`src/common/ref_cfg_pkg.sv`:
```
// Package of register offsets, field positions, reset values and encodings for the reference block.
package ref_cfg_pkg;
   localparam logic [7:0]  addr_mode        = 8'h00;
   localparam logic [7:0]  addr_ref_select_pin      = 8'h08;
   localparam logic [7:0]  addr_inbuf       = 8'h60;
   localparam logic [7:0]  addr_refdiv      = 8'h64;
   localparam logic [7:0]  addr_bypass      = 8'h68;
   localparam logic [7:0]  addr_status      = 8'h6c;
   localparam int          zd_enable_bit    = 8;
   localparam int          zd_source_bit    = 10;
   localparam int          pri_buf_bit      = 15;
   localparam int          cap_lsb          = 8;
   localparam int          drive_lsb        = 2;
   localparam logic [15:0] mode_reset       = 16'h0000;
   localparam logic [1:0]  override_reset   = 2'h0;
   localparam logic [15:0] inbuf_reset      = 16'h0000;
   localparam logic [7:0]  refdiv_reset     = 8'h01;
   localparam logic [1:0]  bypass_reset     = 2'h0;
   localparam logic [1:0]  override_force_sec = 2'h2;
   localparam logic [1:0]  override_force_pri = 2'h3;
   localparam logic [1:0]  buf_crystal      = 2'h0;
   localparam logic [1:0]  buf_lvcmos       = 2'h1;
   localparam logic [1:0]  buf_diff         = 2'h2;
   localparam logic [7:0]  doubler_code     = 8'h00;
   localparam logic [31:0] status_err_data  = 32'h0000_0000;
endpackage : ref_cfg_pkg

```
`src/rtl/ref_path_decode.sv`:
```
// Combinational decoder from settings to reference path choices.
module ref_path_decode (
   input  wire logic       ref_select_pin_i,
   input  wire logic [1:0] ref_select_override_i,
   input  wire logic [1:0] secondary_buffer_type_i,
   input  wire logic       primary_buffer_type_i,
   input  wire logic       zero_delay_enable_i,
   input  wire logic       zero_delay_feedback_source_i,
   output logic            use_primary_o,
   output logic [1:0]      sec_buf_o,
   output logic [1:0]      pri_buf_o,
   output logic            sec_bias_o,
   output logic            pri_bias_o,
   output logic            ext_feedback_o,
   output logic            int_feedback_o
);
   function automatic logic [1:0] sec_kind(input logic [1:0] f);
      if (f == ref_cfg_pkg::buf_crystal) begin
         sec_kind = ref_cfg_pkg::buf_crystal;
      end else if (f == ref_cfg_pkg::buf_lvcmos) begin
         sec_kind = ref_cfg_pkg::buf_lvcmos;
      end else begin
         sec_kind = ref_cfg_pkg::buf_diff;
      end
   endfunction : sec_kind

   always_comb begin
      pri_buf_o = primary_buffer_type_i ? ref_cfg_pkg::buf_diff : ref_cfg_pkg::buf_lvcmos;
      ext_feedback_o = zero_delay_enable_i & zero_delay_feedback_source_i;
      int_feedback_o = zero_delay_enable_i & ~zero_delay_feedback_source_i;
      if (zero_delay_enable_i) begin
         use_primary_o = 1'b1;
      end else if (ref_select_override_i == ref_cfg_pkg::override_force_sec) begin
         use_primary_o = 1'b0;
      end else if (ref_select_override_i == ref_cfg_pkg::override_force_pri) begin
         use_primary_o = 1'b1;
      end else begin
         use_primary_o = ref_select_pin_i;
      end
      if (ext_feedback_o) begin
         sec_buf_o = pri_buf_o;
      end else begin
         sec_buf_o = sec_kind(secondary_buffer_type_i);
      end
      sec_bias_o = (sec_buf_o == ref_cfg_pkg::buf_diff);
      pri_bias_o = (pri_buf_o == ref_cfg_pkg::buf_diff);
   end
endmodule : ref_path_decode

```
`src/rtl/ref_select_ctrl.sv`:
```
// Reference input selection, buffer, divider and zero delay control with APB registers.
//
// Decided for this implementation: register access over APB and the register addresses.
module ref_select_ctrl (
   input  wire logic        clk_i,
   input  wire logic        reset_n_i,
   input  wire logic        psel,
   input  wire logic        penable,
   input  wire logic        pwrite,
   input  wire logic [7:0]  paddr,
   input  wire logic [31:0] pwdata,
   output logic [31:0]      prdata,
   output logic             pready,
   output logic             pslverr,
   input  wire logic        ref_select_pin_i,
   output logic             use_primary_o,
   output logic [1:0]       sec_buf_o,
   output logic [1:0]       pri_buf_o,
   output logic             sec_bias_o,
   output logic             pri_bias_o,
   output logic             doubler_on_o,
   output logic [7:0]       ref_divider_value_o,
   output logic [4:0]       xtal_load_cap_o,
   output logic [3:0]       xtal_drive_o,
   output logic             bypass_enable_o,
   output logic             bypass_pfd_o,
   output logic             zero_delay_o,
   output logic             ext_feedback_o,
   output logic             int_feedback_o,
   output logic             chan2_keep_on_o
);
   typedef struct packed {
      logic [15:0] mode;
      logic [1:0]  override;
      logic [15:0] inbuf;
      logic [7:0]  refdiv;
      logic [1:0]  bypass;
      logic [31:0] rdata;
      logic        ready;
      logic        err;
      logic        use_pri;
      logic [1:0]  sbuf;
      logic [1:0]  pbuf;
      logic        sbias;
      logic        pbias;
      logic        extfb;
      logic        intfb;
   } state_type;

   state_type state_ff;
   state_type nxt_state;
   logic      d_use_pri;
   logic [1:0] d_sbuf;
   logic [1:0] d_pbuf;
   logic      d_sbias;
   logic      d_pbias;
   logic      d_extfb;
   logic      d_intfb;
   logic      setup;
   logic      access;

   ref_path_decode u_decode (
      .ref_select_pin_i             (ref_select_pin_i),
      .ref_select_override_i        (state_ff.override),
      .secondary_buffer_type_i      (state_ff.inbuf[1:0]),
      .primary_buffer_type_i        (state_ff.inbuf[ref_cfg_pkg::pri_buf_bit]),
      .zero_delay_enable_i          (state_ff.mode[ref_cfg_pkg::zd_enable_bit]),
      .zero_delay_feedback_source_i (state_ff.mode[ref_cfg_pkg::zd_source_bit]),
      .use_primary_o                (d_use_pri),
      .sec_buf_o                    (d_sbuf),
      .pri_buf_o                    (d_pbuf),
      .sec_bias_o                   (d_sbias),
      .pri_bias_o                   (d_pbias),
      .ext_feedback_o               (d_extfb),
      .int_feedback_o               (d_intfb)
   );

   ////////////////////////////////////////////////////////////////////////////
   // Register bus and state update.
   assign setup  = psel & ~penable;
   assign access = psel & penable & state_ff.ready;

   always_comb begin
      nxt_state = state_ff;
      nxt_state.ready = setup;
      nxt_state.use_pri = d_use_pri;
      nxt_state.sbuf = d_sbuf;
      nxt_state.pbuf = d_pbuf;
      nxt_state.sbias = d_sbias;
      nxt_state.pbias = d_pbias;
      nxt_state.extfb = d_extfb;
      nxt_state.intfb = d_intfb;
      if (setup) begin
         nxt_state.err = 1'b0;
         nxt_state.rdata = ref_cfg_pkg::status_err_data;
         case (paddr)
            ref_cfg_pkg::addr_mode:   nxt_state.rdata = {16'h0000, state_ff.mode};
            ref_cfg_pkg::addr_ref_select_pin: nxt_state.rdata = {30'h0000_0000, state_ff.override};
            ref_cfg_pkg::addr_inbuf:  nxt_state.rdata = {16'h0000, state_ff.inbuf};
            ref_cfg_pkg::addr_refdiv: nxt_state.rdata = {24'h00_0000, state_ff.refdiv};
            ref_cfg_pkg::addr_bypass: nxt_state.rdata = {30'h0000_0000, state_ff.bypass};
            ref_cfg_pkg::addr_status: nxt_state.rdata = {24'h00_0000, state_ff.intfb,
               state_ff.extfb, state_ff.pbias, state_ff.sbias, state_ff.pbuf[1],
               state_ff.sbuf, state_ff.use_pri};
            default: nxt_state.err = 1'b1;
         endcase
         if (pwrite && paddr == ref_cfg_pkg::addr_status) begin
            nxt_state.err = 1'b1;
         end
      end
      if (access && pwrite && !state_ff.err) begin
         case (paddr)
            ref_cfg_pkg::addr_mode:   nxt_state.mode = pwdata[15:0];
            ref_cfg_pkg::addr_ref_select_pin: nxt_state.override = pwdata[1:0];
            ref_cfg_pkg::addr_inbuf:  nxt_state.inbuf = pwdata[15:0];
            ref_cfg_pkg::addr_refdiv: nxt_state.refdiv = pwdata[7:0];
            ref_cfg_pkg::addr_bypass: nxt_state.bypass = pwdata[1:0];
            default: nxt_state.mode = state_ff.mode;
         endcase
      end
   end

   always_ff @(posedge clk_i or negedge reset_n_i) begin
      if (!reset_n_i) begin
         state_ff <= '{mode: ref_cfg_pkg::mode_reset, override: ref_cfg_pkg::override_reset,
                       inbuf: ref_cfg_pkg::inbuf_reset, refdiv: ref_cfg_pkg::refdiv_reset,
                       bypass: ref_cfg_pkg::bypass_reset, rdata: 32'h0000_0000,
                       ready: 1'b0, err: 1'b0, use_pri: 1'b0, sbuf: 2'h0, pbuf: 2'h1,
                       sbias: 1'b0, pbias: 1'b0, extfb: 1'b0, intfb: 1'b0};
      end else begin
         state_ff <= nxt_state;
      end
   end

   ////////////////////////////////////////////////////////////////////////////
   // Outputs from flip-flops; pslverr, doubler_on_o and zero_delay_o pass through a gate or compare first.
   assign prdata              = state_ff.rdata;
   assign pready              = state_ff.ready;
   assign pslverr             = state_ff.ready & state_ff.err;
   assign use_primary_o       = state_ff.use_pri;
   assign sec_buf_o           = state_ff.sbuf;
   assign pri_buf_o           = state_ff.pbuf;
   assign sec_bias_o          = state_ff.sbias;
   assign pri_bias_o          = state_ff.pbias;
   assign doubler_on_o        = (state_ff.refdiv == ref_cfg_pkg::doubler_code);
   assign ref_divider_value_o = state_ff.refdiv;
   assign xtal_load_cap_o     = state_ff.inbuf[ref_cfg_pkg::cap_lsb +: 5];
   assign xtal_drive_o        = state_ff.inbuf[ref_cfg_pkg::drive_lsb +: 4];
   assign bypass_enable_o     = state_ff.bypass[0];
   assign bypass_pfd_o        = state_ff.bypass[1];
   assign zero_delay_o        = state_ff.extfb | state_ff.intfb;
   assign ext_feedback_o      = state_ff.extfb;
   assign int_feedback_o      = state_ff.intfb;
   assign chan2_keep_on_o     = state_ff.intfb;

   ////////////////////////////////////////////////////////////////////////////
   // Checks.
   pin_follow_a: assert property (@(posedge clk_i) disable iff (!reset_n_i)
      (state_ff.override < 2'h2 && !state_ff.mode[8])
      |=> use_primary_o == $past(ref_select_pin_i))
      else $error("pin selection not followed");
   force_sel_a: assert property (@(posedge clk_i) disable iff (!reset_n_i)
      (state_ff.override[1] && !state_ff.mode[8]) |=> use_primary_o == $past(state_ff.override[0]))
      else $error("override not honoured");
   sec_buf_a: assert property (@(posedge clk_i) disable iff (!reset_n_i)
      (!state_ff.mode[8] && state_ff.inbuf[1:0] == 2'h3) |=> sec_buf_o == 2'h2)
      else $error("secondary buffer decode wrong");
   pri_buf_a: assert property (@(posedge clk_i) disable iff (!reset_n_i)
      pri_buf_o == ($past(state_ff.inbuf[15]) ? 2'h2 : 2'h1))
      else $error("primary buffer decode wrong");
   bias_match_a: assert property (@(posedge clk_i) disable iff (!reset_n_i)
      sec_bias_o == (sec_buf_o == 2'h2) && pri_bias_o == (pri_buf_o == 2'h2))
      else $error("bias does not match buffer");
   doubler_on_a: assert property (@(posedge clk_i) disable iff (!reset_n_i)
      doubler_on_o == (ref_divider_value_o == 8'h00))
      else $error("doubler state wrong");
   zd_primary_a: assert property (@(posedge clk_i) disable iff (!reset_n_i)
      state_ff.mode[8] |=> use_primary_o)
      else $error("zero delay not on primary");
   zd_feedback_a: assert property (@(posedge clk_i) disable iff (!reset_n_i)
      $past(state_ff.mode[8]) |-> ext_feedback_o == $past(state_ff.mode[10]) &&
      int_feedback_o == !$past(state_ff.mode[10]) && chan2_keep_on_o == int_feedback_o)
      else $error("feedback source wrong");
   zd_match_a: assert property (@(posedge clk_i) disable iff (!reset_n_i)
      ext_feedback_o |-> sec_buf_o == pri_buf_o)
      else $error("secondary buffer does not match");
   bus_wait_a: assert property (@(posedge clk_i) disable iff (!reset_n_i)
      (psel && !penable) |=> pready)
      else $error("access phase not answered");
endmodule : ref_select_ctrl

```
`config.mk`:
```
export PLATFORM = sky130hd
export DESIGN_NAME = ref_select_ctrl
export DESIGN_NICKNAME = d
export VERILOG_FILES = /design/src/common/ref_cfg_pkg.sv /design/src/rtl/ref_path_decode.sv /design/src/rtl/ref_select_ctrl.sv
export SDC_FILE = /design/constraint.sdc
export NUM_CORES = 1
export LEC_CHECK = 0
export ABC_AREA = 1
export BUFFER_PORTS_ARGS = -buffer_cell sky130_fd_sc_hd__buf_2
export CORE_ASPECT_RATIO = 1.75
export CORE_UTILIZATION = 45
export CTS_BUF_LIST = sky130_fd_sc_hd__clkbuf_2
export DETAILED_ROUTE_END_ITERATION = 10
export PLACE_DENSITY = 0.82
export SLEW_MARGIN = 20
export SYNTH_ARGS = -nofsm -noshare
export SYNTH_HDL_FRONTEND = slang
export SYNTH_SLANG_ARGS = --single-unit
```
`constraint.sdc`:
```
create_clock -name clk_i -period 2.4 [get_ports clk_i]
set_input_delay 0.48 -clock clk_i [delete_from_list [all_inputs] [get_ports clk_i]]
set_output_delay 0.48 -clock clk_i [all_outputs]
set_load 0.1 [all_outputs]
```
==> metrics.md, run 1 <==
| Metric | Value |
|---|---|
| Vias per Instance | 4.92 |
| Mapped Cells | 431 |
| Chip width | 70.1 microns |
| EDFF count, synth | 0 |
| Top-area cell type share of the netlist area | 46.6% |
| Critical path's slowest cell | dfrtp_1 |
| FF-to-FF Start | pready |
| FMAX | 454 MHz |
| Nets | 519 |
| Buf/Inv on CP | 1 |
| Global Route Usage Sum | 18.8% |
| Inst Count DP | 551 |
| Clock Latency Late Sink | 0.52 ns |
| Arr. time, crit path | 1.72 ns |
| DP HPWL | 5.58 mm |
| Worst Hold Class | in -> reg |
| Synth warn | 0 |
| Final WS setup | 0.199 ns |
| Register area share after synthesis | 48.1% |
| Cell Chain, Critical Path | nor4_1, and2_1, clkbuf_4 |
| Avg WL per Cell | 13.4 microns |
| Post-DRT Antenna Nets | 0 |
| Syn_area_per_cell | 8.47 sq um |
| Die ar. | 8490 sq um |
| Final setup viols | 0 |
| Antenna violations before repair | 0 |
| Clock skew | 0.0262 ns |
| WHS Endpoint | use_primary_o |
| Critical path data required time | 1.92 ns |
| RR Endpoint | xtal_load_cap_o[0] |
| Worst vdd ir | 0.230 mV |
| Setup TNS | 0 ns |
| Status | complete, no violations |
| CTS max path bufs | 2 |
| Worst-path fanout max | 4 |
| DP Worst Slack | 0.530 ns |
| R2R depth | 5 |
| Main flop type after synthesis | dfrtp_1 |
| Final Slew Violations | 0 |
| Cell depth of the worst setup path | 3 |
| Delay-heaviest family, CP | flip-flops |
| Top cells by count, synth | nand2_1 (147), dfrtp_1 (68), buf_4 (56), inv_1 (36), o21ai_1 (24) |
| Final wirelength | 7.61 mm |
| Max-slew headroom | 55.3% |
| Fin crit period | 2.20 ns |
| Final hold vios | 0 |
| R2r setup slk | 0.84 ns |
| Unrepaired setup endpoints after global routing | false |
| Most common cell in the netlist | nand2_1 |
| Largest net degree at the start of global routing | 47 |
| DIE HEIGHT | 121 microns |
| Number of synthesized register bits | 70 |
| Hold path depth | 3 |
| Clock slew at reported path FFs | 0.17 ns |
| Largest cells by area after synthesis | dfrtp_1 (47%), nand2_1 (15%), buf_4 (12%), inv_1 (3.7%), o21ai_2 (3.4%) |
| Setup fix buffers added after clock tree synthesis | 0 |
| Count of cell types in the netlist | 27 |
| CP Capture Type | primary output |
| Hold Startpoint | ref_select_pin_i |
| GP Congestion | 0.847 |
| Final period utilization | 91.7% |
| WHS | 0.189 ns |
| Worst stage delay on the critical path | 0.45 ns |
| CTS buffer count | 9 |
| Vias in the first global route | 2,614 |
| Area growth syn-to-layout | 6.00% |
| H-tree Lvls | 3 |
| Number of clock sinks | 70 |
| Leak | 0.00232 uW |
| Area of the core | 7910 sq um |
| Worst slew pin tran | 0.669 ns |
| Layout cells sized above 1 | 27.0% |
| IO Count | 111 |
| CTS tree | done |
| Final cell count without fillers | 569 |
| Asr flop ratio synth | 100% |
| First-pass GRT wire length | 12.2 mm |
| Max-Cap Viols | 0 |
| Initial Utilization | 46.1% |
| Placed Area | 3750 sq um |
| CTS root buf | clkbuf_2 |
| Pwr Density | 537 nW/um^2 |
| DR iter-0 viols | 191 |
| Drt drc | 0 |
| Cell accounting for the most synthesized area | dfrtp_1 |
| Final Cell Area | 3870 sq um |
| Synth Cell Area | 3650 sq um |
| Port Buffers | 78 |
| Worst setup SP type | flop |
| Overflow after GRT | 0 |
| WS Path Type | reg -> out |
| Routed via count | 2,799 |
| Standard-cell rows | 43 |
| Number of iterations in the first detailed-routing pass | 4 |
flip-flops by register name, indices dropped and copies added (netlist names):
name                 count
pready                   1
ref_divider_value_o      8
use_primary_o            1
prdata                  16
bypass_pfd_o             1
xtal_drive_o             4
state_ff                26
sec_buf_o                2
pri_bias_o               1
xtal_load_cap_o          5
sec_bias_o               1
chan2_keep_on_o          1
pri_buf_o                1
ext_feedback_o           1
bypass_enable_o          1
layer usage:
metal | vias up | track usage, % | share of wire [%]
met5 | - | 0 | 0
li1 | 1358 | - | -
met3 | 23 | 3.74 | 4.7
met4 | 0 | 12.5 | 4.6
met2 | 104 | 32.4 | 53
met1 | 1314 | 20.7 | 38
area by class of cell:
class	instances	area, sq um
clock buffer	13	65.1
tap	90	113
inverter	36	135
fill	779	4040
sequential	70	1750
timing repair buffer	82	438
multi-input combinational	274	1320
clock inverter	3	38.8
antenna	1	2.50
placed cells by master (no fill, tap or decap), drive strengths merged:
| master | count |
|---|---|
| inv | 36 |
| conb | 16 |
| nor2 | 23 |
| nor4 | 2 |
| nand4 | 1 |
| nand2 | 152 |
| o21ai | 52 |
| diode | 1 |
| dfstp | 2 |
| dfrtp | 68 |
| nand3 | 11 |
| a21oi | 9 |
| buf | 80 |
| clkinv | 2 |
| and2 | 1 |
| dlygate4sd3 | 1 |
| a21o | 6 |
| or2 | 1 |
| bufinv | 1 |
| clkbuf | 14 |
worst register-to-register path, delay by kind of cell (launching register included):
kind | cells | cell delay, ns
simple gates | 4 | 0.97
flops | 1 | 0.39
compound gates | 1 | 0.08
cell families (layout without fill, tap and decap cells):
group	Yosys count	count (layout)	share of synthesized area, %
simple gates	191	191	23.3
buf+inv	102	134	17.2
compound gates	67	67	11.2
other cells	1	17	0.103
flops	70	70	48.1
through the flow:
step	total power (uW)	utilization [%]
3_3_place_gp	1440	47.4
4_1_cts	2090	48.8
3_5_place_dp	1450	47.4
6_report	2080	48.9
5_1_grt	2150	48.9
2_1_floorplan	1400	-
report_power, final:
group | internal (uW) | total (uW) | switching, uW
registers | 1180 | 1190 | 2.03
logic | 34.8 | 242 | 207
clock network | 254 | 650 | 396
worst max path at each step:
stage	start	end	slack, ns
2_1_floorplan	pready	pslverr	0.28
3_3_place_gp	paddr[4]	state_ff[77]	0.57
3_5_place_dp	paddr[4]	state_ff[73]	0.53
4_1_cts	ref_divider_value_o[6]	doubler_on_o	0.1
5_1_grt	ref_divider_value_o[6]	doubler_on_o	0.07
6_report	ref_divider_value_o[6]	doubler_on_o	0.20
timing repair:
action	4_1_cts	5_1_grt
hold buffers	1	0
resized for setup	0	1
endpoints found under the hold margin	24	0
endpoints found under the setup margin	0	1
(Power assumes the default switching activity.)
==> run 2: changes to the inputs <==
--- a/config.mk
+++ b/config.mk
@@ -8,8 +8,10 @@
 export ABC_AREA = 1
-export BUFFER_PORTS_ARGS = -buffer_cell sky130_fd_sc_hd__buf_2
+export BUFFER_PORTS_ARGS = -buffer_cell sky130_fd_sc_hd__buf_4
+export CELL_PAD_IN_SITES_DETAIL_PLACEMENT = 1
+export CELL_PAD_IN_SITES_GLOBAL_PLACEMENT = 1
 export CORE_ASPECT_RATIO = 1.75
-export CORE_UTILIZATION = 45
+export CORE_UTILIZATION = 42
 export CTS_BUF_LIST = sky130_fd_sc_hd__clkbuf_2
 export DETAILED_ROUTE_END_ITERATION = 10
-export PLACE_DENSITY = 0.82
+export PLACE_DENSITY = 0.95
 export SLEW_MARGIN = 20
--- a/constraint.sdc
+++ b/constraint.sdc
@@ -3,2 +3,2 @@
 set_output_delay 0.48 -clock clk_i [all_outputs]
-set_load 0.1 [all_outputs]
+set_load 0.01 [all_outputs]
==> metrics.md, run 2 (same netlist as run 1, synthesis figures left out) <==
| Metric | Value |
|---|---|
| Status | complete, no violations |
| Port Buffers | 78 |
| Largest register by flop count | state_ff |
| Final Cell Area | 4120 sq um |
| DIE HEIGHT | 125 microns |
| GP Congestion | 0.825 |
| Standard-cell rows | 44 |
| Post-DRT Antenna Nets | 0 |
| R2R depth | 5 |
| Largest register FFs | 26 |
| CTS tree | done |
| FF-to-FF Start | pready |
| Final cell count without fillers | 591 |
| Clock Latency Late Sink | 0.52 ns |
| CTS root buf | clkbuf_2 |
| Max-slew headroom | 40.7% |
| Pwr Density | 537 nW/um^2 |
| Final Slew Violations | 0 |
| Largest net degree at the start of global routing | 71 |
| RR Endpoint | state_ff[59] |
| Clock skew | 0.0311 ns |
| Critical Path End | doubler_on_o |
| Final period utilization | 84.6% |
| # fillers | 1,032 |
| Number of clock sinks | 70 |
| Vias per Instance | 4.81 |
| Die ar. | 9080 sq um |
| First-pass GRT wire length | 14.8 mm |
| Placed Area | 3960 sq um |
| FMAX | 492 MHz |
| Drt drc | 0 |
| Chip width | 72.5 microns |
| Commonest non-fill, non-tap cell in the layout | nand2_1 |
| Setup TNS | 0 ns |
| Routed via count | 2,841 |
| Final hold vios | 0 |
| CTS max path bufs | 2 |
| Layout cells sized above 1 | 27.1% |
| Ant. Diodes | 0 |
| Number of iterations in the first detailed-routing pass | 4 |
| Worst Hold Class | in -> async |
| Leak | 0.00235 uW |
| Global Route Usage Sum | 21.7% |
| Critical path data required time | 1.92 ns |
| Arr. time, crit path | 1.55 ns |
| Fin crit period | 2.03 ns |
| # resized after CTS | 0 |
| H-tree Lvls | 3 |
| Setup fix buffers added after clock tree synthesis | 0 |
| Area growth syn-to-layout | 12.9% |
| Final setup viols | 0 |
| Worst slew pin tran | 0.889 ns |
| Nets | 517 |
| WS Path Type | reg -> out |
| IO Count | 111 |
| Unrepaired setup endpoints after global routing | false |
| Antenna violations before repair | 0 |
| Worst vdd ir | 0.344 mV |
| WHS | 0.0397 ns |
| DP HPWL | 6.56 mm |
| Hold Buf Count CTS | 0 |
| Final wirelength | 8.94 mm |
| Worst setup SP type | flop |
| Clock slew at reported path FFs | 0.20 ns |
| CP Capture Type | primary output |
| Overflow after GRT | 0 |
| Area of the core | 8370 sq um |
| Crit path from | ref_divider_value_o[7] |
| DR iter-0 viols | 132 |
| CTS buffer count | 9 |
| Max-Cap Viols | 0 |
| Inst Count DP | 575 |
| Total power | 2210 uW |
| Most frequent cells in the layout | nand2_1 (147), buf_4 (80), dfrtp_1 (68), inv_1 (36), o21ai_1 (24) |
| Worst-path fanout max | 4 |
| Vias in the first global route | 3,085 |
| Avg WL per Cell | 15.1 microns |
| Initial Utilization | 43.6% |
| R2r setup slk | 0.79 ns |
[run 2: cell types whose count changed in the layout (fill, tap and decap cells not counted), sizes merged]
| cell | previous run | this run |
|---|---|---|
| bufinv | 1 | 3 |
| clkbuf | 14 | 11 |
| diode | 1 | 0 |
| dlygate4sd3 | 1 | 0 |
[run 2: how the worst min path moves through the flow]
stage,slack (ns),to,from
2_1_floorplan,0.18,bypass_enable_o,reset_n_i
3_3_place_gp,0.43,pri_bias_o,state_ff[68]
3_5_place_dp,0.44,pri_bias_o,state_ff[68]
4_1_cts,0.01,xtal_load_cap_o[2],reset_n_i
5_1_grt,0.08,prdata[15],reset_n_i
6_report,0.04,prdata[15],reset_n_i
[run 2: through the flow]
step                      setup slack [ns]  util, %
after floorplan                       1.00        -
after global placement               0.567     47.3
after detailed placement             0.513     47.3
after CTS                            0.311     49.2
after global routing                 0.248     49.2
final                                0.369     49.2
[run 2: metal layers]
| metal | GRT usage [%] | routed length [microns] |
|---|---|---|
| met5 | 0 | 0 |
| met4 | 12.3 | 397 |
| met3 | 4.51 | 365 |
| met2 | 39.3 | 5040 |
| met1 | 22.2 | 3140 |
[run 2: power breakdown]
part | total (uW) | switching, uW | internal, uW
combinational | 135 | 90.0 | 45.2
sequential | 1190 | 2.14 | 1180
clock | 891 | 430 | 462
total | 2210 | 522 | 1690
[run 2: final cells by class]
class	count	area (sq um)	share of cell area, %
Sequential cell	70	1750	42.6
Multi-Input combinational cell	274	1320	32.1
Timing Repair Buffer	80	601	14.6
Tap cell	115	144	3.49
Inverter	36	135	3.28
Clock inverter	5	108	2.61
Clock buffer	11	55.1	1.34
[run 2: worst max-delay path: stages, from the launching register on]
cell	delay (ns)
dfrtp_1	0.47
nor4_1	0.28
and2_1	0.18
buf_4	0.12
==> run 3: changes to the inputs <==
ABC_AREA = 0   (was 1)
CORE_UTILIZATION = 41   (was 42)
PLACE_DENSITY = 0.93   (was 0.95)
clock period = 2 ns   (was 2.4 ns; I/O delays follow)
==> metrics.md, run 3 <==
| Metric | Value |
|---|---|
| Mapped Cells | 313 |
| Most frequent cells in the layout | buf_4 (95), dfrtp_1 (68), mux2_2 (26), nand2_1 (21), mux2_4 (19) |
| Final period utilization | 108% |
| Die ar. | 9210 sq um |
| Synth warn | 0 |
| Vias per Instance | 5.25 |
| Failing checks | setup timing |
| Leak | 0.00216 uW |
| Main flop type after synthesis | dfrtp_1 |
| # fillers | 957 |
| Top-area cell type share of the netlist area | 47.1% |
| Status | complete, but fails checks |
| Antenna violations before repair | 1 |
| Avg WL per Cell | 18.7 microns |
| Drt drc | 0 |
| Commonest non-fill, non-tap cell in the layout | buf_4 |
| Largest net degree at the start of global routing | 38 |
| Cell depth of the worst setup path | 3 |
| Overflow after GRT | 0 |
| Syn_area_per_cell | 11.5 sq um |
| Worst stage delay on the critical path | 0.52 ns |
| Routed via count | 2,594 |
| EDFF count, synth | 0 |
| Port Buffers | 78 |
| Met2 wire length | 4.95 mm |
| DP Worst Slack | -0.0369 ns |
| Met3 WL post-DR | 450 microns |
| Max Used Layer | met4 |
| Critical path's slowest cell | or4_4 |
| Delay-heaviest family, CP | simple AND/OR/NAND/NOR gates |
| Fin crit period | 2.17 ns |
| Synth Cell Area | 3610 sq um |
| Number of synthesized register bits | 70 |
| WS Path Type | reg -> out |
| Area growth syn-to-layout | 16.3% |
| Clock slew at reported path FFs | 0.21 ns |
| Layout cells sized above 1 | 44.7% |
| Number of clock sinks | 70 |
| Unrepaired setup endpoints after global routing | true |
| First-pass GRT wire length | 14.7 mm |
| DIE HEIGHT | 126 microns |
| Cell accounting for the most synthesized area | dfrtp_1 |
| Clock Latency Late Sink | 0.57 ns |
| Standard-cell rows | 45 |
| Vias in the first global route | 2,828 |
| DR iter-0 viols | 139 |
| FMAX | 461 MHz |
| Initial Utilization | 42.0% |
| Number of iterations in the first detailed-routing pass | 6 |
| Nets | 417 |
| DP HPWL | 6.97 mm |
| Core Util, Final | 48.8% |
| IO Count | 111 |
| CTS tree | done |
| Area of the core | 8610 sq um |
| CTS buffer count | 9 |
| CTS max path bufs | 2 |
| Worst setup SP type | flop |
| Count of cell types in the netlist | 46 |
| GP Congestion | 0.835 |
| Post-DRT Antenna Nets | 0 |
| Hold path depth | 2 |
| Worst-path fanout max | 2 |
| Register area share after synthesis | 48.5% |
| Chip width | 73.0 microns |
| Final hold vios | 0 |
| Clock skew | 0.0484 ns |
| CP Capture Type | primary output |
| H-tree Lvls | 3 |
| Largest cells by area after synthesis | dfrtp_1 (47%), buf_4 (11%), mux2_2 (8.1%), mux2_4 (7.9%), o21ai_0 (2.4%) |
| Top cells by count, synth | dfrtp_1 (68), buf_4 (54), mux2_2 (26), nand2_1 (21), mux2_4 (19) |
| Final wirelength | 9.26 mm |
| Final Slew Violations | 0 |
| Cell Chain, Critical Path | or4_4, nor2_2, buf_4 |
| Asr flop ratio synth | 100% |
| Arr. time, crit path | 1.77 ns |
| Max-Cap Viols | 0 |
| Critical path data required time | 1.60 ns |
| Largest register by flop count | state_ff |
| Final WS setup | -0.169 ns |
| CTS root buf | clkbuf_2 |
| Final setup viols | 1 |
| Buf/Inv on CP | 1 |
| Global Route Usage Sum | 21.8% |
| Worst vdd ir | 0.347 mV |
| Most common cell in the netlist | dfrtp_1 |
| R2R depth | 5 |
| Worst Hold Class | in -> reg |
| Pwr Density | 548 nW/um^2 |
| Largest register FFs | 26 |
| Met1 WL | 3.35 mm |
| Max-slew headroom | 54.0% |
| Worst slew pin tran | 0.687 ns |
[run 3: cell types whose count changed after synthesis, sizes merged, moves of 5 or more]
cell,previous run,this run
a21o,6,0
a22oi,0,10
and3,0,5
inv,36,3
mux2,0,45
nand2,152,22
nand4,1,8
nor2,23,10
nor2b,0,7
o21ai,52,17
[run 3: logic make-up (layout without fill, tap and decap cells)]
kind of cell | after synthesis | in the layout | synth area share [%]
and+or+nand+nor | 75 | 75 | 11.6
muxes | 48 | 48 | 16.8
DFF | 70 | 70 | 48.5
AOI/OAI and AO/OA | 47 | 47 | 8.55
other | 1 | 17 | 0.104
buffers and inverters | 72 | 120 | 14.4
[run 3: what timing repair did]
| action | in CTS | in global routing |
|---|---|---|
| hold endpoints to repair | 31 | 0 |
| resized for setup | 2 | 1 |
| hold buffers | 1 | 0 |
| endpoints found under the setup margin | 1 | 1 |
| pin swaps | 2 | 1 |
| buffers inserted | 4 | 1 |
[run 3: per-stage QoR]
| stage | total power, uW | std cells | TNS (ns) | area [sq um] | hold slack, ns |
|---|---|---|---|---|---|
| after global placement | 1660 | 471 | 0 | 4070 | 0.362 |
| after detailed placement | 1670 | 471 | -0.160 | 4070 | 0.377 |
| after CTS | 2310 | 492 | -0.159 | 4190 | 0.0409 |
| after floorplan | 1560 | 328 | 0 | 3670 | 0.104 |
| after global routing | 2390 | 494 | -0.201 | 4200 | 0.0335 |
| final | 2300 | 494 | -0.169 | 4200 | 0.0463 |
[run 3: worst reg2reg max path: cells and delay by family, from the launching register on]
kind	cells	cell delay [ns]
AND/OR/NAND/NOR	3	0.70
buffers and inverters	1	0.18
flip-flops	1	0.41
multiplexers	1	0.38
[run 3: routing by layer]
layer / up-vias / global-route usage [%]
li1: 1156 / -
met1: 1316 / 23.1
met2: 93 / 36.6
met3: 29 / 5.36
met4: 0 / 15.8
met5: - / 0
[run 3: final cells by class]
cell class,count,area [sq um],area share (%)
antenna,1,2.50,0.0595
clock inverter,4,16.3,0.387
tap,117,146,3.48
sequential,70,1750,41.7
inverter,4,15.0,0.357
multi-input combinational,186,1410,33.5
timing repair buffer,100,803,19.1
clock buffer,12,60.1,1.43
[run 3: where the power goes]
part / internal, uW / switching [uW]
registers: 1430 / 6.56
clock network: 166 / 492
logic: 87.0 / 124
[run 3: worst paths after layout]
kind,slack (ns),to,from
setup / recovery,-0.17,doubler_on_o,ref_divider_value_o[7]
setup reg to reg,0.21,xtal_drive_o[3],pready
max in group asynchronous,1.11,xtal_load_cap_o[2],reset_n_i
hold reg to reg,0.51,prdata[2],prdata[2]
min in group asynchronous,0.30,state_ff[69],reset_n_i
hold / removal,0.05,state_ff[86],pwdata[15]
